File: config.mk
export PLATFORM = sky130hd
export DESIGN_NAME = asrc_ctrl
export DESIGN_NICKNAME = d
export VERILOG_FILES = /design/src/common/asrc_pkg.sv /design/src/core/asrc_ctrl.sv /design/src/core/asrc_sync.sv
export SDC_FILE = /design/constraint.sdc
export NUM_CORES = 1
export LEC_CHECK = 0
export BUFFER_PORTS_ARGS = -buffer_cell sky130_fd_sc_hd__buf_2
export CORE_ASPECT_RATIO = 1.75
export CORE_MARGIN = 10
export CORE_UTILIZATION = 45
export DETAILED_ROUTE_END_ITERATION = 8
export GPL_ROUTABILITY_DRIVEN = 0
export PLACE_DENSITY = 0.74
export SYNTH_ARGS = -nofsm -noshare
export SYNTH_HDL_FRONTEND = slang
export SYNTH_HIERARCHICAL = 1
export SYNTH_SLANG_ARGS = --single-unit
File: constraint.sdc
create_clock -name core_clk -period 1.6 [get_ports core_clk]
set_input_delay 0.16 -clock core_clk [delete_from_list [all_inputs] [get_ports core_clk]]
set_output_delay 0.16 -clock core_clk [all_outputs]
set_load 0.05 [all_outputs]
File: src/common/asrc_pkg.sv
package asrc_pkg;

   // Memory geometry
   localparam int ADDR_W = 18;             // Word address width
   localparam int DATA_W = 4;              // Word width
   localparam int WORDS  = 262144;         // Words in the array

   // Core clock period in ns
   localparam int CLK_NS = 20;

   // Read timing, ns as printed
   localparam int T_RC_NS  = 15;           // Read cycle time
   localparam int T_ACE_NS = 15;           // Select to data valid
   localparam int T_HZ_NS  = 7;            // Select high to high Z

   // Write timing, ns as printed
   localparam int T_WC_NS  = 15;           // Write cycle time
   localparam int T_PWE_NS = 12;           // Strobe pulse width
   localparam int T_SD_NS  = 8;            // Data setup to write end
   localparam int T_HD_NS  = 0;            // Data hold from write end

   // Ceiling division, least times round up, none under one cycle
   function automatic int asrc_cyc(input int ns);
      int c;
      c = (ns + CLK_NS - 1) / CLK_NS;
      return (c < 1) ? 1 : c;
   endfunction : asrc_cyc

   localparam int RD_CYC  = asrc_cyc(T_ACE_NS) + 1; // Plus one for sampling
   localparam int WR_CYC  = asrc_cyc(T_PWE_NS);
   localparam int REC_CYC = asrc_cyc(T_HZ_NS);      // Bus turnaround

   localparam logic [2:0] CNT_ONE = 3'h1;

   // Controller states
   typedef enum logic [2:0] {
      ASRC_IDLE  = 3'b000,
      ASRC_READ  = 3'b001,
      ASRC_WRITE = 3'b010,
      ASRC_HOLD  = 3'b011,
      ASRC_REC   = 3'b100
   } asrc_state_t;

   // Pins toward the memory
   typedef struct packed {
      logic              chip_sel_n;
      logic              out_en_n;
      logic              wr_strobe_n;
      logic [ADDR_W-1:0] word_address;
      logic [DATA_W-1:0] data_line_out;
      logic [DATA_W-1:0] data_line_oe;
   } asrc_pins_t;

   // User request
   typedef struct packed {
      logic              write;
      logic [ADDR_W-1:0] addr;
      logic [DATA_W-1:0] wdata;
   } asrc_req_t;

endpackage : asrc_pkg

File: src/core/asrc_ctrl.sv
`timescale 1ns/1ps
`default_nettype none

module asrc_ctrl
   import asrc_pkg::*;
(
   input  wire logic              core_clk,
   input  wire logic              arst_n,
   input  wire logic              req_valid,
   output logic                   req_ready,
   input  wire asrc_req_t         req,
   output logic                   rd_valid,
   output logic      [DATA_W-1:0] rd_data,
   output logic                   chip_sel_n,
   output logic                   out_en_n,
   output logic                   wr_strobe_n,
   output logic      [ADDR_W-1:0] word_address,
   output logic      [DATA_W-1:0] data_line_out,
   output logic      [DATA_W-1:0] data_line_oe,
   input  wire logic [DATA_W-1:0] data_line_in
);

   ////////////////////////////////////////////////////////////////////////
   // Reset release

   logic       rst_meta;                    // First reset stage
   logic       rst_n;                       // Released reset copy

   // Async assert, clocked release
   always_ff @(posedge core_clk or negedge arst_n) begin
      if (!arst_n) begin
         rst_meta <= 1'b0;
         rst_n    <= 1'b0;
      end else begin
         rst_meta <= 1'b1;
         rst_n    <= rst_meta;
      end
   end

   ////////////////////////////////////////////////////////////////////////
   // Data line input synchroniser

   logic [DATA_W-1:0] data_sync;            // Read data, two flops late

   asrc_sync u_sync (
      .core_clk (core_clk),
      .rst_n    (rst_n),
      .d        (data_line_in),
      .q        (data_sync)
   );

   ////////////////////////////////////////////////////////////////////////
   // State

   typedef struct packed {
      asrc_state_t       st;                // Sequencer state
      logic [2:0]        cnt;               // Cycles left in phase
      asrc_pins_t        pins;              // Registered pin levels
      logic              rd_valid;          // Read result strobe
      logic [DATA_W-1:0] rd_data;           // Captured read word
   } asrc_ctrl_t;

   // Pins that leave the memory deselected and idle
   localparam asrc_pins_t PINS_IDLE = '{
      chip_sel_n:    1'b1,
      out_en_n:      1'b1,
      wr_strobe_n:   1'b1,
      word_address:  18'h00000,
      data_line_out: 4'h0,
      data_line_oe:  4'h0
   };

   asrc_ctrl_t s;                           // Current state
   asrc_ctrl_t next_s;                      // Next state

   // Ready only when idle and out of reset: while the internal reset
   // still holds the sequencer, a request seen as taken would be lost,
   // so ready stays low until the released copy is high
   assign req_ready = (s.st == ASRC_IDLE) && rst_n;

   ////////////////////////////////////////////////////////////////////////
   // Phase lengths at counter width

   // Read waits one more cycle for the synchroniser to settle
   localparam logic [2:0] RD_LEN  = 3'(RD_CYC + 1);
   // Strobe low cycles; one 20 ns cycle covers the pulse width
   localparam logic [2:0] WR_LEN  = 3'(WR_CYC);
   // Turnaround cycles before the next select
   localparam logic [2:0] REC_LEN = 3'(REC_CYC);

   ////////////////////////////////////////////////////////////////////////
   // Phase counter helpers

   // Last cycle of a timed phase; counts are never loaded with zero,
   // so the sequencer cannot stall waiting for a wrap
   function automatic logic asrc_last(input logic [2:0] cnt);
      return (cnt == CNT_ONE);
   endfunction : asrc_last

   // One cycle fewer left in the phase
   function automatic logic [2:0] asrc_dec(input logic [2:0] cnt);
      return cnt - CNT_ONE;
   endfunction : asrc_dec

   ////////////////////////////////////////////////////////////////////////
   // Next-state logic

   always_comb begin
      next_s          = s;
      next_s.rd_valid = 1'b0;
      case (s.st)
         ASRC_IDLE: begin
            // Deselected, data lines floating
            next_s.pins = PINS_IDLE;
            next_s.pins.word_address = s.pins.word_address;
            if (req_valid) begin
               // Address set with select in the same edge
               next_s.pins.word_address = req.addr;
               next_s.pins.chip_sel_n   = 1'b0;
               if (req.write) begin
                  // Both low starts the write; OE kept high
                  next_s.pins.wr_strobe_n   = 1'b0;
                  next_s.pins.data_line_out = req.wdata;
                  next_s.pins.data_line_oe  = 4'hF;
                  next_s.cnt = WR_LEN;
                  next_s.st  = ASRC_WRITE;
               end else begin
                  // Strobe stays high, device drives data
                  next_s.pins.out_en_n = 1'b0;
                  next_s.cnt = RD_LEN;
                  next_s.st  = ASRC_READ;
               end
            end
         end
         ASRC_READ: begin
            // Wait access plus synchroniser delay
            if (asrc_last(s.cnt)) begin
               next_s.rd_valid = 1'b1;
               next_s.rd_data  = data_sync;
               // Release select and OE; memory floats
               next_s.pins.chip_sel_n = 1'b1;
               next_s.pins.out_en_n   = 1'b1;
               next_s.cnt = REC_LEN;
               next_s.st  = ASRC_REC;
            end else begin
               // Data not yet through both stages
               next_s.cnt = asrc_dec(s.cnt);
            end
         end
         ASRC_WRITE: begin
            // Overlap of select and strobe is the write
            if (asrc_last(s.cnt)) begin
               // Strobe rises first: strobe-terminated write
               next_s.pins.wr_strobe_n = 1'b1;
               next_s.st = ASRC_HOLD;
            end else begin
               next_s.cnt = asrc_dec(s.cnt);
            end
         end
         ASRC_HOLD: begin
            // Data and address held one cycle past strobe rise
            next_s.pins.chip_sel_n   = 1'b1;
            next_s.pins.data_line_oe = 4'h0;
            next_s.cnt = REC_LEN;
            next_s.st  = ASRC_REC;
         end
         ASRC_REC: begin
            // Turnaround so no bus fight with lingering drivers
            if (asrc_last(s.cnt)) begin
               // Back to idle; ready rises with the state
               next_s.st = ASRC_IDLE;
            end else begin
               next_s.cnt = asrc_dec(s.cnt);
            end
         end
         default: begin
            // Unused codes recover to a safe deselected idle
            next_s.st   = ASRC_IDLE;
            next_s.pins = PINS_IDLE;
         end
      endcase
   end

   ////////////////////////////////////////////////////////////////////////
   // State register

   always_ff @(posedge core_clk or negedge rst_n) begin
      if (!rst_n) begin
         s.st       <= ASRC_IDLE;
         s.cnt      <= 3'h0;
         s.pins     <= PINS_IDLE;
         s.rd_valid <= 1'b0;
         s.rd_data  <= 4'h0;
      end else begin
         s <= next_s;
      end
   end

   ////////////////////////////////////////////////////////////////////////
   // Outputs, all from flops

   assign chip_sel_n    = s.pins.chip_sel_n;
   assign out_en_n      = s.pins.out_en_n;
   assign wr_strobe_n   = s.pins.wr_strobe_n;
   assign word_address  = s.pins.word_address;
   assign data_line_out = s.pins.data_line_out;
   assign data_line_oe  = s.pins.data_line_oe;
   assign rd_valid      = s.rd_valid;
   assign rd_data       = s.rd_data;

endmodule : asrc_ctrl

`default_nettype wire

File: src/core/asrc_sync.sv
`timescale 1ns/1ps
`default_nettype none

// Two-flop synchroniser for the data lines read back from the memory
module asrc_sync
   import asrc_pkg::*;
(
   input  wire logic              core_clk,
   input  wire logic              rst_n,
   input  wire logic [DATA_W-1:0] d,
   output logic      [DATA_W-1:0] q
);

   logic [DATA_W-1:0] meta;                 // First stage, read by q only

   // Two stages, only the second looks at the first
   always_ff @(posedge core_clk or negedge rst_n) begin
      if (!rst_n) begin
         meta <= 4'h0;
         q    <= 4'h0;
      end else begin
         meta <= d;
         q    <= meta;
      end
   end

endmodule : asrc_sync

`default_nettype wire

==> metrics.txt, run 1 <==
outcome finished clean; area of the core 0.00467 mm²; first-pass GRT wire length 7580 µm; Worst Reg2Reg Path Length in Cells 6; leading register cell type out of synthesis dfrtp_1; instance count of the mapped netlist 178; MaxCap Viol Count 0; Root Buffer clkbuf_8; Hold WC Path Type input pin to flip-flop; Yosys top cell area share 51.0%; crit end category flip-flop; PD cells 2460 mW/mm²; crit path DAT 1.77 ns; final setup margin 0.00641 ns; nature of the critical path startpoint flip-flop; Tcrit/Tclk final 99.6%; Initial Utilization 46.3%; Clk pin slew, worst setup/hold paths 0.09 ns; DP Wirelength 3460 µm; initial antenna violation count 0; Slew Limit Fails 0; ys async rst share 100%; WP buf/inv 1; synthesized cell area 0.00216 mm²; clock tree sinks 47; clk_lat worst skew 0.30 ns; DRC 0; final setup violating endpoints 0; top cell type by total area after synthesis dfrtp_1; initial DRC count 108; Hold Path Depth 2; clock skew 0.00792 ns; RSZ-0062 raised after global routing true; Syn. warnings 6; ANT cells 0; Critical Path RT 1.78 ns; Die Y 112 µm; Pleak 1.33 nW; largest net degree at the start of global routing 46; Routed WL 4690 µm; Netlist cell types 39; Post-synth EDFFs 0; crit-path max FO 5; Layout area overhead 22.0%; syn_area_per_cell 12.1 µm²; routed len/inst 16.2 µm; Avg Vias per Cell 5.25; fin nets 268; total power 6.46 mW; Post-synth top cells dfrtp_1 (44), buf_4 (31), a22o_1 (22), o21ai_0 (6); Rel. slew slack 62.8%; CTS H-Tree Depth 2; FF+latch count, synth 47; Mapped Nets 210; slowest CP cell dfrtp_1; Setup CP Type flip-flop to flip-flop; Final Hold Viols 0; post-route insts no fill 289; gr usage total 11.5%; CTS tree done; ranking of synthesized cells by area dfrtp_1 (51%), buf_4 (11%), a22o_1 (8.9%); via count 1518; Die Wd 72.4 µm; fmax 628 MHz; FP Rows 33; top-count cell post-synth dfrtp_1; post-route ant nets 0; IO Count 65; share of layout cells above drive strength 1 47.3%; grt total ovfl 0; drt pass-1 iters 4; WP depth 6; input/output buffers 64; cell breakdown of the critical path inv_2, ha_4, nor2b_4, nand2_2, or3_4, mux2_4; die footprint 0.00808 mm²; CTS Buffer Depth 2; Num CTS Buffers 5; Largest stage delay, worst path 0.39 ns; Max VDD drop 1.42 mV; DP Cell Count 269; min Tclk post-route 1.59 ns; worst slew pin tran 0.558 ns; top cell family by delay on the critical path simple AND/OR/NAND/NOR gates; register area share after synthesis 54.7%; DP Worst Slack -0.114 ns; vias in the first global route 1551
-- cells in the final DEF, fill, tap and decap left out, types with 2 or more instances in the layout --
cell and count:
a211oi_1 2, a21oi_1 4, a22o_1 22, and2_1 2, buf_12 2, buf_2 63
buf_4 17, buf_6 2, clkbuf_8 6, dfrtp_1 40, dfrtp_2 4, dfstp_2 3
dlygate4sd3_1 5, inv_1 3, mux2_4 4, nand2_1 5, nand2b_1 5, nor2_1 3
nor2b_1 2, nor3_1 3, o211ai_1 2, o21a_1 4, o21ai_0 6, o22ai_1 2
or3_1 2, xor2_1 2
-- worst reg2reg max path, cell delays in order (launching register included) --
cell and delay, ns:
dfrtp_1 0.39, inv_2 0.08, ha_4 0.13, nor2b_4 0.14, nand2_2 0.05, or3_4 0.38, mux2_4 0.31
-- state kept, by name, summed over array words and instances, names as in the netlist --
| register | count |
|---|---|
| s | 6 |
| rst_meta | 1 |
| data_line_out | 4 |
| word_address | 18 |
| out_en_n | 1 |
| u_sync/q | 4 |
| chip_sel_n | 1 |
| rd_valid | 1 |
| rst_n | 1 |
| rd_data | 4 |
| data_line_oe | 1 |
| wr_strobe_n | 1 |
| u_sync/meta | 4 |
-- through the flow --
step	instance area, µm²	hold slack (ns)	utilization [%]	setup TNS (ns)
6_report	2630	0.0781	56.4	0
5_1_grt	2630	0.0679	56.4	-0.370
4_1_cts	2570	0.0702	55.0	0
3_5_place_dp	2380	-0.0542	51.1	-0.447
3_3_place_gp	2380	-0.0537	51.1	-0.280
2_1_floorplan	2160	-0.136	-	-0.335
-- logic make-up after synthesis --
logic type                 synth area share, %
other                                    0.174
DFF                                       54.7
muxes                                     3.25
xor gates and xnor gates                 0.812
adders and majority gates                 1.16
and+or+nand+nor                           8.93
AOI/OAI and AO/OA                         17.1
buffers and inverters                     13.9
-- repair_timing --
| item | in CTS | in global routing |
|---|---|---|
| endpoints found under the hold margin | 6 | 0 |
| pin swaps | 1 | 9 |
| buffers inserted | 1 | 6 |
| hold buffers | 5 | 0 |
| gates resized for setup | 10 | 5 |
| setup endpoints to repair | 6 | 8 |
-- report_power, final --
group | internal (mW) | switching, mW
Clock | 0.349 | 0.375
Combinational | 1.38 | 2.46
Sequential | 1.63 | 0.272
Total | 3.36 | 3.10
-- path summary, 6_finish.rpt --
path	endpoint	slack (ns)	startpoint
max	rd_data[1]$_DFFE_PN0P_	0.006	s[35]$_DFFE_PN0P_
min	data_line_out[0]$_DFFE_PN0N_	0.08	req[0]
max reg2reg	rd_data[1]$_DFFE_PN0P_	0.006	s[35]$_DFFE_PN0P_
min reg2reg	s[35]$_DFFE_PN0P_	0.36	rst_n$_DFF_PN0_
max in group asynchronous	s[39]$_DFFE_PN0P_	0.81	rst_n$_DFF_PN0_
min in group asynchronous	rst_n$_DFF_PN0_	0.17	arst_n
-- cell type report --
class	count	area, µm²
well taps	52	65.1
flip-flops and latches	47	1180
clock inverters	1	5.00
repair buffers	89	556
fillers	401	2030
multi-input cells	89	721
clock buffers	7	86.3
inverters	4	15.0
-- routing by layer --
layer	part of all wire, %	global-route usage (%)
met1	40	13.2
met2	51	18.9
met3	7.2	4.09
met4	1.7	4.41
met5	0	0
Power figures use the tool's default switching activity.
==> inputs of run 2 (changes only) <==
--- a/config.mk
+++ b/config.mk
@@ -11,8 +11,7 @@
 export CORE_UTILIZATION = 45
 export DETAILED_ROUTE_END_ITERATION = 8
 export GPL_ROUTABILITY_DRIVEN = 0
-export PLACE_DENSITY = 0.74
+export PLACE_DENSITY = 0.73
 export SYNTH_ARGS = -nofsm -noshare
 export SYNTH_HDL_FRONTEND = slang
-export SYNTH_HIERARCHICAL = 1
 export SYNTH_SLANG_ARGS = --single-unit
==> metrics.txt, run 2 <==
Root Buffer clkbuf_8; Setup CP Type flip-flop to flip-flop; RSZ-0062 raised after global routing true; register area share after synthesis 52.2%; Critical Path RT 1.79 ns; final setup margin -0.00460 ns; R2R Setup Slk -0.005 ns; Layout area overhead 24.1%; Post-synth EDFFs 0; vias in the first global route 1715; Mapped Nets 229; DRC 0; Worst Reg2Reg Path Length in Cells 6; MaxCap Viol Count 0; setup_tns -0.00460 ns; Clk pin slew, worst setup/hold paths 0.09 ns; Syn. warnings 0; Tcrit/Tclk final 100%; max reg flops 18; Pleak 1.40 nW; reg2reg end s[35]$_DFFE_PN0P_; syn_area_per_cell 11.5 µm²; commonest non-fill, non-tap cell in the layout buf_2; Rel. slew slack 63.0%; worst setup path startpoint s[39]$_DFFE_PN0P_; Yosys top cell area share 48.7%; clk_lat worst skew 0.31 ns; Num CTS Buffers 5; Final Hold Viols 0; ANT cells 0; top-count cell post-synth dfrtp_1; ranking of synthesized cells by area dfrtp_1 (49%), buf_4 (12%), a22o_1 (7.0%); nature of the critical path startpoint flip-flop; crit path DAT 1.79 ns; routed len/inst 16.9 µm; Slew Limit Fails 0; via count 1655; # fillers 436; failing checks setup timing; most frequent cells in the layout buf_2 (63), dfrtp_1 (40), buf_4 (24); Final Util 56.8%; largest net degree at the start of global routing 46; fin area 0.00281 mm²; crit end category flip-flop; initial antenna violation count 0; FF+latch count, synth 47; Die Wd 73.6 µm; post-route insts no fill 313; Max VDD drop 1.59 mV; fmax 623 MHz; crit-path max FO 6; drt pass-1 iters 4; clock skew 0.00913 ns; Routed WL 5290 µm; Avg Vias per Cell 5.29; Hold Path End word_address[9]$_DFFE_PN0P_; min Tclk post-route 1.60 ns; share of layout cells above drive strength 1 49.4%; DP Cell Count 293; input/output buffers 64; area of the core 0.00493 mm²; Initial Utilization 45.8%; PD cells 2520 mW/mm²; leading register cell type out of synthesis dfrtp_1; worst slew pin tran 0.555 ns; fin nets 290; post-route ant nets 0; DP Wirelength 3820 µm; Die Y 114 µm; DP Worst Slack -0.0424 ns; gr usage total 12.5%; top cell type by total area after synthesis dfrtp_1; instance count of the mapped netlist 197; CTS Buffer Depth 2; HP Start req[13]; IO Count 65; ys async rst share 100%; Post-synth top cells dfrtp_1 (44), buf_4 (35), a22o_1 (18), a21oi_1 (12), nand2_1 (12); CTS tree done; grt total ovfl 0; FF-to-FF Start s[39]$_DFFE_PN0P_; outcome finished with violations; FP Rows 34; Hold Path Depth 2; clock tree sinks 47; Placed Area 0.00249 mm²; final setup violating endpoints 1; CTS H-Tree Depth 2; die footprint 0.00837 mm²; first-pass GRT wire length 8380 µm; synthesized cell area 0.00226 mm²; initial DRC count 98; Netlist cell types 44; Hold WC Path Type input pin to flip-flop
-- run 2: cell families after synthesis --
kind of cell,Yosys count,share of synthesized area [%]
AOI/OAI and AO/OA,54,17.4
buffers and inverters,49,14.5
DFF,47,52.2
and+or+nand+nor,36,10.2
muxes,6,3.60
adders and majority gates,2,1.11
xor gates and xnor gates,2,0.775
other,1,0.166
-- run 2: report_power, final --
part / total, mW / switching [mW] / leakage [nW] / internal (mW)
Clock: 0.879 / 0.409 / 0.0548 / 0.470
Sequential: 1.97 / 0.327 / 0.573 / 1.65
Combinational: 4.21 / 2.67 / 0.774 / 1.54
Total: 7.07 / 3.40 / 1.40 / 3.66
-- run 2: metrics by stage --
stage / power [mW] / hold WS [ns]
2_1_floorplan: 5.30 / -0.136
3_3_place_gp: 5.71 / -0.0552
3_5_place_dp: 5.79 / -0.0506
4_1_cts: 6.78 / 0.0607
5_1_grt: 7.49 / 0.0545
6_report: 7.07 / 0.0664
-- run 2: worst max-delay path by stage --
stage	endpoint	depth (start not counted)
after floorplan	req_ready	1
after global placement	s[35]$_DFFE_PN0P_	5
after CTS	req_ready	4
after detailed placement	s[35]$_DFFE_PN0P_	5
final	s[35]$_DFFE_PN0P_	6
after global routing	s[35]$_DFFE_PN0P_	6
-- run 2: critical path, cell delays in order (launching register included) --
cell and delay (ns):
dfrtp_2 0.44, buf_4 0.14, buf_4 0.13, buf_4 0.15
a31oi_2 0.24, o21ai_2 0.09, mux2_4 0.30
-- run 2: routing by layer --
| layer | track usage [%] | share of wire, % |
|---|---|---|
| met1 | 13.7 | 36 |
| met2 | 21.0 | 54 |
| met3 | 3.30 | 6.8 |
| met4 | 6.87 | 3.4 |
| met5 | 0 | 0 |
-- run 2: repair_timing --
action | in CTS | in global routing
resized for setup | 7 | 14
buffers inserted | 1 | 6
setup endpoints to repair | 7 | 26
endpoints found under the hold margin | 6 | 0
cloned | 0 | 0
pin swaps | 0 | 5
hold buffers | 5 | 0
-- run 2: cell type report --
class	count	area (µm²)	share of cell area (%)
flip-flops and latches	47	1180	42.2
multi-input cells	101	827	29.5
repair buffers	94	577	20.6
clock buffers	5	68.8	2.45
well taps	54	67.6	2.41
clock inverters	3	46.3	1.65
inverters	9	33.8	1.20
==> inputs of run 3 (changes only) <==
--- a/config.mk
+++ b/config.mk
@@ -5,13 +5,13 @@
 export SDC_FILE = /design/constraint.sdc
 export NUM_CORES = 1
 export LEC_CHECK = 0
+export ABC_AREA = 1
 export BUFFER_PORTS_ARGS = -buffer_cell sky130_fd_sc_hd__buf_2
-export CORE_ASPECT_RATIO = 1.75
 export CORE_MARGIN = 10
 export CORE_UTILIZATION = 45
 export DETAILED_ROUTE_END_ITERATION = 8
 export GPL_ROUTABILITY_DRIVEN = 0
-export PLACE_DENSITY = 0.73
+export PLACE_DENSITY = 0.74
 export SYNTH_ARGS = -nofsm -noshare
 export SYNTH_HDL_FRONTEND = slang
 export SYNTH_SLANG_ARGS = --single-unit
==> metrics.txt, run 3 <==
IO Count 65; ANT cells 0; FP Rows 25; Syn. warnings 0; Synth Area in Compound Gates 1.40%; CTS tree done; Largest stage delay, worst path 0.48 ns; Slew Limit Fails 0; largest family of logic cells by synthesized area simple AND/OR/NAND/NOR gates; instance count of the mapped netlist 246; clock tree sinks 47; first-pass GRT wire length 7210 µm; crit path DAT 1.32 ns; largest net degree at the start of global routing 46; top cell type by total area after synthesis dfrtp_1; die footprint 0.00793 mm²; nature of the critical path startpoint flip-flop; min Tclk post-route 1.48 ns; grt total ovfl 0; CTS Buffer Depth 2; simple-gate share of the synthesized area 27.1%; worst slew pin tran 0.557 ns; Root Buffer clkbuf_8; slowest CP cell dfrtp_1; final setup violating endpoints 0; Avg Vias per Cell 4.53; Mapped Nets 278; Num CTS Buffers 5; ranking of synthesized cells by area dfrtp_1 (51%), nand2_1 (20%), buf_4 (11%); initial antenna violation count 0; DRC 0; fmax 674 MHz; Hold WC Path Type input pin to flip-flop; top-count cell post-synth nand2_1; routed len/inst 11.8 µm; Placed Area 0.00230 mm²; Final Hold Viols 0; most frequent cells in the layout nand2_1 (112), buf_2 (63), dfrtp_1 (43); Rel. slew slack 62.9%; Die Y 89.0 µm; Yosys top cell area share 51.3%; DP Wirelength 3170 µm; FF+latch count, synth 47; post-route ant nets 0; mux cell area share after synthesis 0%; Fin Hold WS 0.0562 ns; CTS H-Tree Depth 2; Routed WL 4100 µm; leading register cell type out of synthesis dfrtp_1; initial DRC count 73; fin area 0.00245 mm²; cell breakdown of the critical path nor2_4, nand2_1, nor2_2, clkbuf_4; Tcrit/Tclk final 92.7%; gr usage total 11.3%; RSZ-0062 raised after global routing false; xor/xnor share of the synthesized area 0.408%; max reg flops 18; Netlist cell types 21; crit-path max FO 7; input/output buffers 64; Layout area overhead 14.1%; fin nets 323; DP Cell Count 333; drt pass-1 iters 4; Critical Path RT 1.44 ns; outcome finished clean; Post-synth top cells nand2_1 (112), dfrtp_1 (44), buf_4 (31), inv_1 (13), nand3_1 (10); post-route insts no fill 346; share of layout cells above drive strength 1 30.8%; Post-synth EDFFs 0; setup_tns 0 ns; Synth Area in Adders 1.17%; syn_area_per_cell 8.72 µm²; via count 1569; MaxCap Viol Count 0; commonest non-fill, non-tap cell in the layout nand2_1; top cell family by delay on the critical path flip-flops; register area share after synthesis 55.0%; clock skew 0.00801 ns; Die Wd 89.0 µm; clk_lat worst skew 0.30 ns; synthesized cell area 0.00214 mm²; Initial Utilization 46.0%; Clk pin slew, worst setup/hold paths 0.08 ns; crit end category output pin; area of the core 0.00466 mm²; vias in the first global route 1627; ys async rst share 100%; WP buf/inv 1; Setup CP Type flip-flop to output pin
run 3: cell types whose count changed after synthesis, moves of 7 or more:
cell     before  now
nand3_1       2   10
a22o_1       18    0
a21oi_1      12    1
nand2_1      12  112
nor2_1        2    9
run 3: timing repair:
action / in CTS / in global routing
setup endpoints to repair: 0 / 1
setup buffers: 0 / 0
hold buffers: 5 / 0
hold endpoints to repair: 6 / 0
resized for setup: 0 / 1
run 3: worst reg2reg max path, stage by stage, from the launching register on:
cell and delay [ns]:
dfrtp_1 0.48, nor2_4 0.18, nand3_1 0.20, nand2_1 0.11, inv_1 0.06, nand2_1 0.09
inv_1 0.08, nand2_1 0.07, nand2_1 0.04
run 3: area by class of cell:
cell class / instances / area [µm²]
clock inverters: 2 / 13.8
well taps: 54 / 67.6
inverters: 16 / 60.1
multi-input cells: 150 / 652
clock buffers: 6 / 82.6
fillers: 438 / 2210
repair buffers: 71 / 388
flip-flops and latches: 47 / 1180
run 3: layer usage:
layer	wire length (µm)	global-route usage [%]	part of all wire, %
met5	0	0	0
met4	37	3.03	0.90
met3	376	4.56	9.2
met2	1870	18.7	46
met1	1820	13.4	44
run 3: metrics by stage:
stage | util, % | worst slack, ns
2_1_floorplan | - | 0.173
3_3_place_gp | 49.3 | 0.275
3_5_place_dp | 49.3 | 0.242
4_1_cts | 52.5 | 0.0699
5_1_grt | 52.5 | 0.0186
6_report | 52.5 | 0.116
run 3: worst paths after layout:
check / from / endpoint / slack (ns) / depth (start not counted)
max: s[38]$_DFFE_PN0P_ / req_ready / 0.12 / 4
min: req[3] / data_line_out[3]$_DFFE_PN0N_ / 0.06 / 3
max reg2reg: s[38]$_DFFE_PN0P_ / s[35]$_DFFE_PN0P_ / 0.21 / 8
min reg2reg: u_sync.meta[3]$_DFF_PN0_ / u_sync.q[3]$_DFF_PN0_ / 0.35 / 0
max in group asynchronous: rst_n$_DFF_PN0_ / wr_strobe_n$_DFFE_PN1P_ / 0.81 / 1
min in group asynchronous: arst_n / rst_meta$_DFF_PN0_ / 0.17 / 2
run 3: logic make-up (layout without fill, tap and decap cells):
family / Yosys count / after routing
buffers and inverters: 49 / 95
other: 1 / 1
AND/OR/NAND/NOR: 140 / 140
AO/OA/AOI/OAI: 6 / 6
XOR/XNOR: 1 / 1
adder cells (fa/ha/maj): 2 / 2
flip-flops: 47 / 47
Power of run 3 is not shown: default switching activity piles up to over one toggle a cycle in this logic, so the estimate is an artifact.
